File: src/atc_pkg.sv
// Purpose: Shared constants for the acquisition and trigger control bank
// Assumes: APB slave with 32-bit data, one aligned word per register
// Notes:   Offsets are byte addresses on the APB bus

package atc_pkg;

  // ************************************************************
  // Register offsets
  // ************************************************************
  localparam logic [15:0] OFS_BUFFER_RELEASE  = 16'h8010;
  localparam logic [15:0] OFS_EVENT_SIZE      = 16'h8020;
  localparam logic [15:0] OFS_RUN_CONTROL     = 16'h8100;
  localparam logic [15:0] OFS_RUN_STATUS      = 16'h8104;
  localparam logic [15:0] OFS_SOFT_TRIGGER    = 16'h8108;
  localparam logic [15:0] OFS_TRIGGER_SOURCE  = 16'h810C;
  localparam logic [15:0] OFS_RELEASE_STATUS  = 16'h8030;
  localparam logic [15:0] OFS_PERSIST_COUNT   = 16'h8034;
  localparam logic [15:0] OFS_TRIGGER_COUNT   = 16'h8038;
  localparam logic [15:0] OFS_OCCUPANCY       = 16'h803C;

  // ************************************************************
  // Field positions
  // ************************************************************
  localparam int CTRL_COUNT_ALL  = 3;
  localparam int CTRL_RUN        = 2;
  localparam int STAT_READY      = 8;
  localparam int STAT_PLL_OK     = 7;
  localparam int STAT_BYPASS     = 6;
  localparam int STAT_EXT_CLK    = 5;
  localparam int STAT_FULL       = 4;
  localparam int STAT_EV_READY   = 3;
  localparam int STAT_RUN        = 2;
  localparam int SRC_SW_EN       = 31;
  localparam int SRC_EXT_EN      = 30;
  localparam int SRC_COINC_LO    = 24;
  localparam int REL_ERR_BIT     = 5;

  // ************************************************************
  // Reset values
  // ************************************************************
  localparam logic [2:0]  RST_COINC   = 3'h0;
  localparam logic [11:0] RST_PERSIST = 12'h000;
  localparam logic        RST_PLL_OK  = 1'b1;
  localparam logic        RST_GATE    = 1'b1;

  typedef enum logic [1:0] {
    ATC_MODE_REG      = 2'b00,
    ATC_MODE_SIN_RUN  = 2'b01,
    ATC_MODE_SIN_GATE = 2'b10,
    ATC_MODE_SYNC     = 2'b11
  } atc_mode_t;

endpackage : atc_pkg

File: src/atc_regs.sv
// Purpose: Acquisition and trigger control register bank with APB access
// Assumes: All inputs synchronous to CLK_SYS; one event per EVENT_DONE pulse
// Notes:   APB answers with no wait state; all outputs come from flops
//
// Chosen here: the APB interface to the registers.
`timescale 1ns/10ps
`default_nettype none

module atc_regs #(
  parameter int NUM_CH     = 8,
  parameter int MAX_EVENTS = 1024,
  parameter int LOC_W      = 20
) (
  input  wire logic                CLK_SYS,
  input  wire logic                SYS_RST,
  input  wire logic                PSEL,
  input  wire logic                PENABLE,
  input  wire logic                PWRITE,
  input  wire logic [15:0]         PADDR,
  input  wire logic [31:0]         PWDATA,
  output var  logic [31:0]         PRDATA,
  output var  logic                PREADY,
  output var  logic                PSLVERR,
  input  wire logic                BOARD_READY,
  input  wire logic                PLL_LOCK,
  input  wire logic                PLL_BYPASS,
  input  wire logic                CLK_EXT_SEL,
  input  wire logic                SYNC_IN,
  input  wire logic                EXTERNAL_TRIGGER_INPUT,
  input  wire logic [NUM_CH-1:0]   OVER_THR,
  input  wire logic                ACQ_BUSY,
  input  wire logic                EVENT_DONE,
  input  wire logic                PACKED_SAMPLE_MODE,
  output var  logic                RUN_ACTIVE,
  output var  logic                GATE_OPEN,
  output var  logic                TRIGGER,
  output var  logic                MEM_RESET,
  output var  logic                COUNT_ALL,
  output var  logic                SIZE_EN,
  output var  logic [LOC_W-1:0]    LOCATIONS_PER_EVENT,
  output var  logic [LOC_W+1:0]    EVENT_SAMPLES,
  output var  logic                RELEASE_STB,
  output var  logic [11:0]         RELEASE_COUNT
);

  localparam int OCC_W = $clog2(MAX_EVENTS + 1);

  // ************************************************************
  // Elaboration checks
  // ************************************************************
  if (NUM_CH < 1 || NUM_CH > 8) begin : g_bad_ch
    $error("NUM_CH must lie in 1..8");
  end
  if (MAX_EVENTS < 1 || MAX_EVENTS > 4095) begin : g_bad_ev
    $error("MAX_EVENTS must lie in 1..4095");
  end
  if (LOC_W < 1 || LOC_W > 29) begin : g_bad_loc
    $error("LOC_W must lie in 1..29");
  end

  typedef struct packed {
    logic                         pready;
    logic                         pslverr;
    logic [31:0]                  prdata;
    logic [11:0]                  rel_n;
    logic                         rel_stb;
    logic                         rel_err;
    logic [LOC_W-1:0]             size;
    logic                         size_en;
    logic [LOC_W+1:0]             samples;
    logic                         count_all;
    logic                         run_bit;
    atc_pkg::atc_mode_t           mode;
    logic                         running;
    logic                         gate;
    logic                         mem_rst;
    logic                         pll_ok;
    logic                         rdy;
    logic                         byp;
    logic                         ext_clk;
    logic [OCC_W-1:0]             occ;
    logic [NUM_CH-1:0]            trig_mask;
    logic [2:0]                   coinc;
    logic                         ext_en;
    logic                         sw_en;
    logic [11:0]                  persist;
    logic [NUM_CH-1:0][11:0]      hold;
    logic [NUM_CH-1:0]            qual;
    logic                         sync_prev;
    logic                         ext_prev;
    logic                         trig;
    logic [31:0]                  trig_cnt;
  } atc_state_t;

  atc_state_t s;
  atc_state_t next_s;

  logic [NUM_CH-1:0][11:0] next_hold;
  logic [NUM_CH-1:0]       next_qual;
  logic [NUM_CH-1:0]       ch_fire;

  // ************************************************************
  // Per-channel persistence qualifier
  // ************************************************************
  // Qualifying after the count has elapsed is what delays the local
  // trigger by the same count.
  for (genvar i = 0; i < NUM_CH; i++) begin : g_ch
    assign next_hold[i] = !OVER_THR[i] ? 12'h000 :
                          (s.hold[i] >= s.persist) ? s.hold[i] :
                          s.hold[i] + 12'h001;
    assign next_qual[i] = OVER_THR[i] && (s.hold[i] >= s.persist);
    assign ch_fire[i]   = next_qual[i] && !s.qual[i]
                          && s.trig_mask[i];
  end

  // ************************************************************
  // Next-state logic
  // ************************************************************
  logic             setup;
  logic             wr;
  logic             rd;
  logic             hit;
  logic [31:0]      status;
  logic [31:0]      rmux;
  logic             sw_hit;
  logic             ext_hit;
  logic             loc_hit;
  logic             any_trig;
  logic             sync_rise;
  logic             ev_full;
  logic [LOC_W+2:0] x5;

  always_comb begin
    next_s    = s;
    setup     = PSEL && !PENABLE;
    wr        = PSEL && PENABLE && s.pready && PWRITE;
    rd        = PSEL && PENABLE && s.pready && !PWRITE;
    ev_full   = (int'(s.occ) == MAX_EVENTS);
    sync_rise = SYNC_IN && !s.sync_prev;

    status = 32'h0;
    status[atc_pkg::STAT_READY]    = s.rdy;
    status[atc_pkg::STAT_PLL_OK]   = s.pll_ok;
    status[atc_pkg::STAT_BYPASS]   = s.byp;
    status[atc_pkg::STAT_EXT_CLK]  = s.ext_clk;
    status[atc_pkg::STAT_FULL]     = ev_full;
    status[atc_pkg::STAT_EV_READY] = (s.occ != '0);
    status[atc_pkg::STAT_RUN]      = s.running;

    hit  = 1'b1;
    rmux = 32'h0;
    unique case (PADDR)
      atc_pkg::OFS_BUFFER_RELEASE: rmux[11:0] = s.rel_n;
      atc_pkg::OFS_EVENT_SIZE:     rmux[LOC_W-1:0] = s.size;
      atc_pkg::OFS_RUN_CONTROL: begin
        rmux[atc_pkg::CTRL_COUNT_ALL] = s.count_all;
        rmux[atc_pkg::CTRL_RUN]       = s.run_bit;
        rmux[1:0]                     = s.mode;
      end
      atc_pkg::OFS_RUN_STATUS:     rmux = status;
      atc_pkg::OFS_SOFT_TRIGGER:   rmux = 32'h0;
      atc_pkg::OFS_TRIGGER_SOURCE: begin
        rmux[atc_pkg::SRC_SW_EN]  = s.sw_en;
        rmux[atc_pkg::SRC_EXT_EN] = s.ext_en;
        rmux[atc_pkg::SRC_COINC_LO +: 3] = s.coinc;
        rmux[NUM_CH-1:0] = s.trig_mask;
      end
      atc_pkg::OFS_RELEASE_STATUS: rmux[atc_pkg::REL_ERR_BIT] = s.rel_err;
      atc_pkg::OFS_PERSIST_COUNT:  rmux[11:0] = s.persist;
      atc_pkg::OFS_TRIGGER_COUNT:  rmux = s.trig_cnt;
      atc_pkg::OFS_OCCUPANCY:      rmux[OCC_W-1:0] = s.occ;
      default:                     hit = 1'b0;
    endcase

    // Bus answer prepared in the setup cycle, no wait state
    next_s.pready  = setup;
    next_s.pslverr = setup && !hit;
    next_s.prdata  = setup ? rmux : 32'h0;

    next_s.rdy     = BOARD_READY;
    next_s.byp     = PLL_BYPASS;
    next_s.ext_clk = CLK_EXT_SEL;
    // Loss of lock wins over a restoring status read
    if (!PLL_LOCK) begin
      next_s.pll_ok = 1'b0;
    end else if (rd && PADDR == atc_pkg::OFS_RUN_STATUS) begin
      next_s.pll_ok = 1'b1;
    end

    next_s.rel_stb = 1'b0;
    next_s.mem_rst = 1'b0;
    sw_hit         = 1'b0;

    // Events land only while running and never beyond the capacity
    if (EVENT_DONE && s.running && !ev_full) begin
      next_s.occ = s.occ + OCC_W'(1);
    end

    if (rd && PADDR == atc_pkg::OFS_RELEASE_STATUS) begin
      next_s.rel_err = 1'b0;
    end

    if (wr) begin
      unique case (PADDR)
        atc_pkg::OFS_BUFFER_RELEASE: begin
          next_s.rel_n = PWDATA[11:0];
          if (int'(PWDATA[11:0]) > int'(next_s.occ)) begin
            next_s.rel_err = 1'b1;
          end else begin
            next_s.occ     = next_s.occ - OCC_W'(PWDATA[11:0]);
            next_s.rel_stb = 1'b1;
          end
        end
        // Changing the size mid-run is the host's fault, not checked
        atc_pkg::OFS_EVENT_SIZE: next_s.size = PWDATA[LOC_W-1:0];
        atc_pkg::OFS_RUN_CONTROL: begin
          next_s.count_all = PWDATA[atc_pkg::CTRL_COUNT_ALL];
          next_s.run_bit   = PWDATA[atc_pkg::CTRL_RUN];
          next_s.mode      = atc_pkg::atc_mode_t'(PWDATA[1:0]);
          if (PWDATA[atc_pkg::CTRL_RUN] && !s.run_bit) begin
            next_s.mem_rst = 1'b1;
            next_s.occ     = '0;
          end
        end
        atc_pkg::OFS_SOFT_TRIGGER: sw_hit = s.sw_en;
        atc_pkg::OFS_TRIGGER_SOURCE: begin
          next_s.sw_en     = PWDATA[atc_pkg::SRC_SW_EN];
          next_s.ext_en    = PWDATA[atc_pkg::SRC_EXT_EN];
          next_s.coinc     = PWDATA[atc_pkg::SRC_COINC_LO +: 3];
          next_s.trig_mask = PWDATA[NUM_CH-1:0];
        end
        atc_pkg::OFS_PERSIST_COUNT: next_s.persist = PWDATA[11:0];
        default: ;
      endcase
    end

    // Run and gate per run mode; clearing the run bit never touches
    // the occupancy, so stored events stay readable
    unique case (next_s.mode)
      atc_pkg::ATC_MODE_REG: begin
        next_s.running = next_s.run_bit;
        next_s.gate    = 1'b1;
      end
      atc_pkg::ATC_MODE_SIN_RUN: begin
        next_s.running = next_s.run_bit
                         && (s.running || sync_rise);
        next_s.gate    = 1'b1;
      end
      atc_pkg::ATC_MODE_SIN_GATE: begin
        next_s.running = next_s.run_bit;
        next_s.gate    = SYNC_IN;
      end
      atc_pkg::ATC_MODE_SYNC: begin
        // Synchronisation is handled outside; here it acts like mode 00
        next_s.running = next_s.run_bit;
        next_s.gate    = 1'b1;
      end
    endcase

    next_s.sync_prev = SYNC_IN;
    next_s.ext_prev  = EXTERNAL_TRIGGER_INPUT;
    next_s.hold      = next_hold;
    next_s.qual      = next_qual;

    ext_hit = EXTERNAL_TRIGGER_INPUT && !s.ext_prev && s.ext_en;
    loc_hit = (ch_fire != '0) && ($countones(next_qual & s.trig_mask)
              > int'(s.coinc));
    any_trig = (sw_hit || ext_hit || loc_hit)
               && s.running && s.gate;
    next_s.trig = any_trig;
    if (any_trig && (s.count_all || !ACQ_BUSY)) begin
      next_s.trig_cnt = s.trig_cnt + 32'h1;
    end

    x5 = ({3'b000, next_s.size} << 2) + {3'b000, next_s.size};
    next_s.samples = PACKED_SAMPLE_MODE ? x5[LOC_W+2:1]
                   : {1'b0, next_s.size, 1'b0};
    // Kept in a flop so the enable leaves the block registered
    next_s.size_en = (next_s.size != '0);
  end

  // ************************************************************
  // State register
  // ************************************************************
  always_ff @(posedge CLK_SYS) begin
    if (SYS_RST) begin
      s         <= '0;
      s.pll_ok  <= atc_pkg::RST_PLL_OK;
      s.coinc   <= atc_pkg::RST_COINC;
      s.persist <= atc_pkg::RST_PERSIST;
      // Mode 00 is the reset mode, so the gate starts open
      s.gate    <= atc_pkg::RST_GATE;
    end else begin
      s <= next_s;
    end
  end

  assign PRDATA              = s.prdata;
  assign PREADY              = s.pready;
  assign PSLVERR             = s.pslverr;
  assign RUN_ACTIVE          = s.running;
  assign GATE_OPEN           = s.gate;
  assign TRIGGER             = s.trig;
  assign MEM_RESET           = s.mem_rst;
  assign COUNT_ALL           = s.count_all;
  assign SIZE_EN             = s.size_en;
  assign LOCATIONS_PER_EVENT = s.size;
  assign EVENT_SAMPLES       = s.samples;
  assign RELEASE_STB         = s.rel_stb;
  assign RELEASE_COUNT       = s.rel_n;
endmodule : atc_regs

`default_nettype wire

File: config.mk
export PLATFORM = sky130hd
export DESIGN_NAME = atc_regs
export DESIGN_NICKNAME = d
export VERILOG_FILES = /design/src/atc_pkg.sv /design/src/atc_regs.sv
export SDC_FILE = /design/constraint.sdc
export NUM_CORES = 1
export LEC_CHECK = 0
export ABC_AREA = 1
export BUFFER_PORTS_ARGS = -buffer_cell sky130_fd_sc_hd__buf_2
export CAP_MARGIN = 40
export CORE_MARGIN = 4
export CORE_UTILIZATION = 55
export CTS_CLUSTER_SIZE = 30
export DETAILED_ROUTE_END_ITERATION = 10
export PLACE_DENSITY = 0.84
export SETUP_SLACK_MARGIN = 0.2
export SLEW_MARGIN = 20
export SYNTH_ARGS = -nofsm -noshare
export SYNTH_HDL_FRONTEND = slang
export SYNTH_SLANG_ARGS = --single-unit
File: constraint.sdc
create_clock -name CLK_SYS -period 4.56 [get_ports CLK_SYS]
set_input_delay 0.912 -clock CLK_SYS [delete_from_list [all_inputs] [get_ports CLK_SYS]]
set_output_delay 0.912 -clock CLK_SYS [all_outputs]
set_load 0.02 [all_outputs]
After elaboration in Yosys (flattened, before gate mapping):

Cells that the tools add are included.

* register bits: 277
* bits of input ports: 70
* output and inout bits: 95
* word-level logic and storage cells: 217

* add/subtract/negate cells: 19
* order comparisons: 10
* equal/unequal tests: 15
* mux-type cells: 32
* bitwise gates (word level): 15
* reduce and logical (&&, ||, !) cells: 86

Operators by type and width (count)
* equality test 16 bit, second input constant: 10
* adder 12 x 1 -> 12 bit, second input constant: 8
* greater-or-equal comparator 12 bit: 8
* logical AND 1 bit: 43
* two-way mux 21 bit: 2
* two-way mux 36 bit: 1
* two-way mux 11 bit: 3
* adder 32 x 1 -> 32 bit, second input constant: 1
* case mux 4 bit (8 select lines): 1
* adder 22 x 20 -> 23 bit: 1
* case mux 11 bit (2 select lines): 1
* OR reduction 2 bit: 11
* two-way mux 20 bit: 1
* nonzero test 20 bit: 1
* case mux 3 bit (6 select lines): 1
* zero test 1 bit: 16
* case mux 8 bit (2 select lines): 1
* inverter 1 bit: 14
* case mux 2 bit (7 select lines): 1
* two-way mux 13 bit: 1
* > comparator 12 x 11 -> 1 bit: 1
* two-way mux 12 bit: 1
* adder 11 x 1 -> 11 bit, second input constant: 1
* equality test 11 bit, second input constant: 1
* other kinds (24): 47

Longest topological paths before layout:

Gate-level depths: netlist of run 1.

* depth in word-level cells: 12
* depth in mapped cells: 29
* gate-level depth less buffers: 29

Worst setup path before layout of run 1:

No wires, ideal clock.

* path kind: register to register
* from: register s[150] (netlist name)
* to: register s[6] (netlist name)
* library setup time: 0.070 ns
* arrival time: 4.873 ns
* required time: 4.490 ns
* path slack: -0.383 ns
* stages on the path, launching flop included: 29
* buffers on the path: 1
* period minus slack after synthesis: 4.943 ns
* cells stage by stage: dfxtp_1 inv_1 ha_1 nand2_1 nor2_1 nand2_1 nor2_1 nand2_1 nand2_2 nand2_1 fa_1 fa_1 inv_1 fa_1 ha_1 inv_1 fa_1 inv_1 ha_1 a21oi_1 nor2_1 o21ai_0 o21ai_0 nand2_1 nand2_4 nand3_4 buf_6 nand2_1 a21oi_1

* cells in the longest elaborated chain, start to end: 12
* elaborated cells between the ends (all ways): 47
* those cells by class: 7 x add/sub; 9 x order compare; 1 x bitwise; 30 x reduce/logical

RTL lines
* start, declared: RTL line atc_regs.sv:95 `atc_state_t s;`
* start signal, assigned: RTL line atc_regs.sv:294 `s <= next_s;`
* greater-or-equal comparator 12 bit: RTL line atc_regs.sv:111 `assign next_qual[i] = OVER_THR[i] && (s.hold[i] >= s.persist);`
* logical AND 1 bit: RTL line atc_regs.sv:111
* AND 8 bit: RTL line atc_regs.sv:266 `loc_hit = (ch_fire != '0) && ($countones(next_qual & s.trig_mask)`
* adder 1 x 1 -> 2 bit (not written as such): RTL line atc_regs.sv:266
* adder 2 x 2 -> 3 bit (not written as such): RTL line atc_regs.sv:266
* adder 3 x 3 -> 4 bit (not written as such): RTL line atc_regs.sv:266
* > comparator 4 x 3 -> 1 bit: RTL line atc_regs.sv:267 `> int'(s.coinc));`
* logical AND 1 bit *: RTL line atc_regs.sv:266
* logical OR 1 bit *: RTL line atc_regs.sv:268 `any_trig = (sw_hit || ext_hit || loc_hit)`
* logical AND 1 bit * (2 in a row): RTL line atc_regs.sv:269 `&& s.running && s.gate;`
* logical AND 1 bit *: RTL line atc_regs.sv:271 `if (any_trig && (s.count_all || !ACQ_BUSY)) begin`

Mark *: on every way between the ends. The rest lies on a longest branch, timed or not.
A chain may end at the register's enable or synchronous reset.

Worst setup path after layout of run 1:

* from: register s[149] (netlist name)
* to: register s[22] (netlist name)

Same word-level chain as after synthesis.

==> results of run 1 <==
[per-layer routing]
| metal | global-route usage, % | vias to the layer above | wire (µm) |
|---|---|---|---|
| met5 | 0 | - | 0 |
| met1 | 34.9 | 7828 | 20300 |
| met2 | 48.3 | 868 | 23900 |
| met3 | 5.39 | 185 | 4640 |
| met4 | 11.8 | 0 | 2580 |
| li1 | - | 8219 | - |
[report_power, final]
part / switching, mW / internal (mW) / total, mW
clock: 1.06 / 1.71 / 2.76
combinational: 0.142 / 0.0621 / 0.205
sequential: 0.00403 / 2.43 / 2.44
[worst max-delay path, delay by kind of cell, from the launching register on]
family	cells	cell delay, ns
DFF	1	0.39
buffers and inverters	6	0.51
adders and majority gates	7	2.88
AOI/OAI and AO/OA	4	0.24
and+or+nand+nor	12	1.05
[cells by family (layout without fill, tap and decap cells)]
group	count (synthesis)	in the layout	share of synthesized area [%]
simple gates	927	927	24.0
buf+inv	522	717	13.8
compound gates	469	469	15.5
flops	277	277	32.0
fa+ha+maj	160	160	11.8
xor+xnor	56	56	2.83
other cells	0	2	0
[sequential cells by signal (all words and copies together) (netlist names)]
signal and cells:
PSLVERR 1, EVENT_SAMPLES 22, s 182, TRIGGER 1, COUNT_ALL 1, PRDATA 32, SIZE_EN 1, RELEASE_STB 1
GATE_OPEN 1, MEM_RESET 1, RUN_ACTIVE 1, LOCATIONS_PER_EVENT 20, RELEASE_COUNT 12, PREADY 1
[layout make-up]
class | count | share of cell area (%)
flip-flops and latches | 277 | 27.6
well taps | 396 | 2.46
clock buffers | 39 | 4.20
diodes | 2 | 0.0248
repair buffers | 273 | 9.01
inverters | 388 | 7.33
multi-input cells | 1612 | 48.0
clock inverters | 17 | 1.40
[placed cells by master, fill, tap and decap left out, types with 73 or more instances in the layout]
cell type,count
o21ai_0,126
ha_1,141
a21oi_1,199
inv_1,368
dfxtp_1,272
nor2_1,216
nand2_1,395
buf_4,105
nand3_1,73
buf_2,157
[through the flow]
stage	util (%)	total power [mW]	hold slack [ns]	setup TNS, ns
6_report	65.4	5.40	0.479	-20.46
5_1_grt	65.3	5.52	0.489	-28.04
4_1_cts	64.8	5.40	0.464	-16.92
3_5_place_dp	60.1	2.69	0.454	-18.28
3_3_place_gp	60.0	2.68	0.447	-13.39
2_1_floorplan	-	2.61	0.420	-2.47
[Yosys cell counts, drive strengths merged, types with 28 or more instances]
library cell    n
dfxtp         277
nor2          234
xor2           47
o21ai         153
clkbuf         28
nand2         431
nand3          77
nor3           78
ha            154
nand4          59
inv           385
buf           106
a21oi         202
[how the worst max path moves through the flow]
stage	endpoint	slack, ns
3_5_place_dp	s[5]	-0.59
4_1_cts	s[22]	-0.56
2_1_floorplan	s[6]	-0.11
5_1_grt	s[3]	-0.88
6_report	s[22]	-0.65
3_3_place_gp	s[11]	-0.42
[timing repair]
| action | in CTS | in global routing |
|---|---|---|
| setup endpoints to repair | 33 | 33 |
| gates resized for setup | 36 | 34 |
| setup buffers | 10 | 1 |
| cloned | 3 | 1 |
| pin swaps | 5 | 19 |
==> results.sh, run 1 <==
export IMPL_placed_cells=2931
export IMPL_reg2reg_depth=29
export IMPL_portBuffers=157
export IMPL_clockBufferDepth=3
export IMPL_syn_area_mm2=0.0173
export IMPL_clockRootBuffer="clkbuf_16"
export IMPL_htreeDepth=1
export IMPL_drc=0
export IMPL_drv_cap=0
export IMPL_path_class="reg2reg"
export IMPL_drive_gt1_share_pct=17.2
export IMPL_synth_edf_count=0
export IMPL_fin_crit_ns=5.21
export IMPL_outcome="complete, but fails checks"
export IMPL_regArea_mm2=0.00556
export IMPL_track_usage_pct=28.2
export IMPL_die_y_um=185
export IMPL_clock_sinks=277
export IMPL_num_rows=64
export IMPL_timing_final_crit_share_pct=114
export IMPL_drt_first_iter_violations=1923
export IMPL_pin_count=165
export IMPL_p_leak_nw=9.17
export IMPL_start_util_pct=56.2
export IMPL_syn_to_final_growth_pct=16.3
export IMPL_synth_avg_cell_area_um2=7.18
export IMPL_whs_path_depth=2
export IMPL_ys_seq_area_share_pct=32.0
export IMPL_relSlewSlack_pct=43.5
export IMPL_cp_start_kind="flop"
export IMPL_fmax_ghz=0.192
export IMPL_nNetsFinal=2812
export IMPL_synth_main_ff_cell="dfxtp_1"
export IMPL_cpPeakStageDelay_ns=0.58
export IMPL_synth_seq_cells=277
export IMPL_post_synth_top_area_fraction_pct=32.0
export IMPL_rsz0062_at_grt="true"
export IMPL_post_drt_via_cell_ratio=5.69
export IMPL_timing_rr_end="s[22]"
export IMPL_cellPowerDensity_mw_per_mm2=268
export IMPL_final_cells=3004
export IMPL_worstHoldEndpoint="s[114]"
export IMPL_cts_hold_repair_buffers=0
export IMPL_worst_pin_slew_ns=0.839
export IMPL_yosysTopAreaCell="dfxtp_1"
export IMPL_skew_ns=0.0170
export IMPL_clock_latency_ns=0.57
export IMPL_holdCritStartpoint="s[114]"
export IMPL_synth_cell_types=61
export IMPL_hold_viol=0
export IMPL_preCtsSetupSlack_ns=-0.593
export IMPL_dieArea_mm2=0.0344
export IMPL_arrival_ns=5.64
export IMPL_fillers=2500
export IMPL_drt_wirelength_per_cell_um=17.1
export IMPL_synth_area_leaders="dfxtp_1, ha_1, nand2_1"
export IMPL_fin_area_mm2=0.0201
export IMPL_cp_startpoint="s[149]"
export IMPL_dr_total_vias=17100
export IMPL_ant_nets=0
export IMPL_firstDrtPassIters=6
export IMPL_reg2reg_slack_ns=-0.65
export IMPL_hold_class="reg2reg"
export IMPL_critPathRequiredTime_ns=4.99
export IMPL_grt_max_degree=68
export IMPL_crit_fanout=8
export IMPL_async_flop_share_pct=0
export IMPL_fin_ws_ns=-0.647
export IMPL_crit_slowest_cell="fa_1"
export IMPL_core_area_mm2=0.0308
export IMPL_reg2reg_from="s[149]"
export IMPL_setup_viol=33
export IMPL_multi_input_area_mm2=0.00967
export IMPL_postPlaceCellArea_mm2=0.0185
export IMPL_antenna_found_initial=2
export IMPL_die_w_um=185
export IMPL_synthesis_nets=2641
export IMPL_overflow=0
export IMPL_grt_pass1_wl_mm=79.8
export IMPL_gp_congestion=1.05
export IMPL_totalWireLength_mm=51.4
export IMPL_end_kind="flop"
export IMPL_slew_viol_final=0
export IMPL_path_clk_slew_ns=0.06
export IMPL_syn_instance_count=2411
export IMPL_hpwl_mm=38.0
export IMPL_cts_tree="done"
export IMPL_ys_warn_count=0
export IMPL_max_vdd_ir_drop_mv=0.270
export IMPL_grt_pass1_vias=16313
export IMPL_violations="setup timing"
export IMPL_cts_buffers=30
(Power assumes the default switching activity.)
==> run 2: changes to the inputs <==
CORE_ASPECT_RATIO = 1.2   (was unset)
SKIP_CTS_REPAIR_TIMING = 1   (was unset)
==> results.sh, run 2 (same netlist as run 1, synthesis figures left out) <==
export IMPL_outcome="complete, but fails checks"
export IMPL_violations="setup timing"
export IMPL_grt_pass1_vias=16231
export IMPL_layout_commonest_cell="nand2_1"
export IMPL_cp_startpoint="s[142]"
export IMPL_timing_final_crit_share_pct=113
export IMPL_reg2reg_from="s[142]"
export IMPL_nNetsFinal=2795
export IMPL_syn_to_final_growth_pct=14.3
export IMPL_path_common_cell="nand2_1"
export IMPL_num_rows=70
export IMPL_cellPowerDensity_mw_per_mm2=269
export IMPL_grt_max_degree=63
export IMPL_clock_sinks=277
export IMPL_fin_setup_tns_ns=-18.14
export IMPL_drive_gt1_share_pct=16.0
export IMPL_overflow=0
export IMPL_clockRootBuffer="clkbuf_16"
export IMPL_rsz0062_at_grt="true"
export IMPL_fmax_ghz=0.194
export IMPL_cts_buffers=29
export IMPL_htreeDepth=1
export IMPL_holdCritStartpoint="RELEASE_COUNT[8]"
export IMPL_crit_fanout=15
export IMPL_path_clk_slew_ns=0.06
export IMPL_ant_nets=0
export IMPL_final_cell_mix="nand2_1, inv_1, dfxtp_1"
export IMPL_totalWireLength_mm=51.6
export IMPL_end_kind="flop"
export IMPL_drt_wirelength_per_cell_um=17.3
export IMPL_hold_class="reg2reg"
export IMPL_dr_total_vias=16770
export IMPL_hpwl_mm=39.5
export IMPL_dieArea_mm2=0.0344
export IMPL_relSlewSlack_pct=44.8
export IMPL_antenna_found_initial=5
export IMPL_preCtsSetupSlack_ns=-0.541
export IMPL_path_class="reg2reg"
export IMPL_worst_pin_slew_ns=0.827
export IMPL_post_route_util_pct=64.4
export IMPL_clock_latency_ns=0.57
export IMPL_arrival_ns=5.62
export IMPL_crit_family="adder cells"
export IMPL_post_drt_via_cell_ratio=5.62
export IMPL_setup_viol=33
export IMPL_clockBufferDepth=3
export IMPL_fin_crit_ns=5.14
export IMPL_die_w_um=170
export IMPL_pin_count=165
export IMPL_largest_reg_flops=182
export IMPL_cp_buffers_inverters=6
export IMPL_p_leak_nw=9.05
export IMPL_cp_start_kind="flop"
export IMPL_reg2reg_slack_ns=-0.58
export IMPL_drv_cap=0
export IMPL_grt_pass1_wl_mm=80.5
export IMPL_max_vdd_ir_drop_mv=0.332
export IMPL_max_flop_register="s"
export IMPL_crit_slowest_cell="fa_1"
export IMPL_power_mw=5.32
export IMPL_core_area_mm2=0.0307
export IMPL_track_usage_pct=28.5
export IMPL_portBuffers=157
export IMPL_start_util_pct=56.3
export IMPL_slew_viol_final=0
export IMPL_firstDrtPassIters=6
export IMPL_drc=0
export IMPL_die_y_um=202
export IMPL_skew_ns=0.0197
export IMPL_fin_ws_ns=-0.582
export IMPL_critPathRequiredTime_ns=5.04
export IMPL_cts_tree="done"
export IMPL_gp_congestion=1.03
export IMPL_cpPeakStageDelay_ns=0.53
export IMPL_hold_viol=0
export IMPL_drt_first_iter_violations=1537
-- run 2: worst reg2reg max path: cells and delay by family (launching register included) --
kind	cells	cell delay [ns]
DFF	1	0.33
buffers and inverters	6	0.53
adders and majority gates	7	2.88
AOI/OAI and AO/OA	4	0.49
and+or+nand+nor	11	0.84
-- run 2: worst paths after layout --
check,depth (start not counted),endpoint
worst min register to register,2,RELEASE_COUNT[8]
worst max register to register,28,s[20]
worst max-delay path,28,s[20]
worst min-delay path,2,RELEASE_COUNT[8]
-- run 2: power by group --
part	leakage (nW)	internal (mW)	switching [mW]
sequential	2.24	2.43	0.00391
clock	0.530	1.66	1.03
combinational	6.28	0.0608	0.147
total	9.05	4.15	1.18
-- run 2: layout make-up --
cell class	instances	area, µm²
inverters	388	1460
fillers	2596	10900
repair buffers	257	1620
multi-input cells	1612	9580
clock inverters	16	268
diodes	3	7.51
flip-flops and latches	277	5550
well taps	396	495
clock buffers	37	816
-- run 2: routing by layer --
layer	GRT usage, %	vias to the layer above	wire length, µm
li1	-	8190	-
met1	33.3	7714	19900
met2	50.8	670	25200
met3	4.03	192	3620
met4	14.0	4	2790
met5	0	-	25
-- run 2: per-stage QoR --
step | std cells | area [µm²] | hold WS [ns]
6_report | 2986 | 19800 | 0.478
5_1_grt | 2985 | 19800 | 0.498
4_1_cts | 2976 | 19500 | 0.482
3_5_place_dp | 2923 | 18500 | 0.468
3_3_place_gp | 2922 | 18400 | 0.447
2_1_floorplan | 2411 | 17400 | 0.420
==> run 3: changes to the inputs <==
CORE_ASPECT_RATIO = 0.8   (was 1.2)
MAX_ROUTING_LAYER = met4   (was unset)
PLACE_DENSITY = 0.81   (was 0.84)
clock period = 4.8 ns   (was 4.56 ns; I/O delays follow)
==> results.sh, run 3 (same netlist as run 1, synthesis figures left out) <==
export IMPL_path_clk_slew_ns=0.06
export IMPL_grt_pass1_wl_mm=80.4
export IMPL_max_vdd_ir_drop_mv=0.266
export IMPL_max_flop_register="s"
export IMPL_overflow=0
export IMPL_outcome="complete, but fails checks"
export IMPL_drc=0
export IMPL_dieArea_mm2=0.0344
export IMPL_cts_buffers=29
export IMPL_preCtsSetupSlack_ns=-0.282
export IMPL_multi_input_area_mm2=0.00960
export IMPL_placed_cells=2931
export IMPL_drive_gt1_share_pct=15.8
export IMPL_p_leak_nw=8.94
export IMPL_clockBufferDepth=3
export IMPL_timing_final_crit_share_pct=105
export IMPL_cts_tree="done"
export IMPL_layout_commonest_cell="nand2_1"
export IMPL_ant_nets=0
export IMPL_fin_ws_ns=-0.232
export IMPL_clock_latency_ns=0.58
export IMPL_dr_total_vias=16608
export IMPL_relSlewSlack_pct=43.5
export IMPL_regArea_mm2=0.00555
export IMPL_skew_ns=0.0201
export IMPL_setup_viol=33
export IMPL_drt_first_iter_violations=1399
export IMPL_end_kind="flop"
export IMPL_path_common_cell="inv_2"
export IMPL_gp_congestion=0.996
export IMPL_final_cell_mix="nand2_1, inv_1, dfxtp_1"
export IMPL_critPathRequiredTime_ns=5.23
export IMPL_postPlaceCellArea_mm2=0.0185
export IMPL_path_class="reg2reg"
export IMPL_reg2reg_slack_ns=-0.23
export IMPL_crit_slowest_cell="fa_1"
export IMPL_fin_setup_tns_ns=-5.89
export IMPL_nNetsFinal=2783
export IMPL_rsz0062_at_grt="true"
export IMPL_grt_pass1_vias=15650
export IMPL_hold_class="reg2reg"
export IMPL_cpPeakStageDelay_ns=0.52
export IMPL_hold_viol=0
export IMPL_drv_cap=0
export IMPL_cellPowerDensity_mw_per_mm2=248
export IMPL_htreeDepth=1
export IMPL_fillers=2754
export IMPL_hold_slack_ns=0.477
export IMPL_fin_area_mm2=0.0197
export IMPL_syn_to_final_growth_pct=13.6
export IMPL_totalWireLength_mm=51.0
export IMPL_die_y_um=167
export IMPL_drt_wirelength_per_cell_um=17.1
export IMPL_post_drt_via_cell_ratio=5.55
export IMPL_die_w_um=206
export IMPL_fmax_ghz=0.199
export IMPL_fin_crit_ns=5.03
export IMPL_final_cells=2990
export IMPL_track_usage_pct=29.4
export IMPL_clock_sinks=277
export IMPL_grt_max_degree=55
export IMPL_largest_reg_flops=182
export IMPL_antenna_found_initial=2
export IMPL_num_rows=57
export IMPL_portBuffers=157
export IMPL_crit_fanout=6
export IMPL_start_util_pct=56.5
export IMPL_slew_viol_final=0
export IMPL_violations="setup timing"
export IMPL_hpwl_mm=39.1
export IMPL_post_route_util_pct=64.2
export IMPL_pin_count=165
export IMPL_clockRootBuffer="clkbuf_16"
export IMPL_worst_pin_slew_ns=0.846
export IMPL_cp_start_kind="flop"
export IMPL_arrival_ns=5.46
export IMPL_firstDrtPassIters=6
export IMPL_core_area_mm2=0.0307
export IMPL_power_mw=4.88
run 3: changes by cell type in the layout (fill, tap and decap cells not counted), moves of 4 or more:
| cell | delta |
|---|---|
| buf_4 | -14 |
| nand2_1 | +9 |
| nor2_2 | +5 |
| nand2_2 | -6 |
| nor2_1 | -6 |
| bufinv_16 | -4 |
run 3: final cells by class:
class / count / area share (%)
tap: 413 / 2.63
sequential: 277 / 28.2
antenna: 1 / 0.0127
multi-input combinational: 1612 / 48.8
timing repair buffer: 245 / 7.93
inverter: 388 / 7.44
clock buffer: 34 / 3.99
clock inverter: 20 / 1.03
run 3: path summary, 6_finish.rpt:
kind	start	endpoint	depth (start not counted)
worst max register to register	s[144]	s[22]	26
worst min-delay path	s[31]	s[31]	2
worst min register to register	s[31]	s[31]	2
worst max-delay path	s[144]	s[22]	26
run 3: worst max-delay path, delay by kind of cell (launching register included):
kind / cells / cell delay [ns]
AO/OA/AOI/OAI: 5 / 0.45
adder cells (fa/ha/maj): 7 / 2.73
buffers and inverters: 5 / 0.48
flip-flops: 1 / 0.37
AND/OR/NAND/NOR: 9 / 0.83
run 3: where the power goes:
| group | internal [mW] | leakage (nW) | switching, mW |
|---|---|---|---|
| clock network | 1.34 | 0.479 | 1.03 |
| logic | 0.0601 | 6.22 | 0.140 |
| registers | 2.31 | 2.24 | 0.00424 |
| total | 3.71 | 8.94 | 1.17 |
run 3: layer usage:
| layer | vias to the layer above | global-route usage [%] | wire length (µm) |
|---|---|---|---|
| li1 | 8155 | - | - |
| met5 | - | - | 0 |
| met4 | 0 | 7.29 | 1490 |
| met1 | 7663 | 41.4 | 23200 |
| met2 | 680 | 42.9 | 21800 |
| met3 | 110 | 6.45 | 4540 |
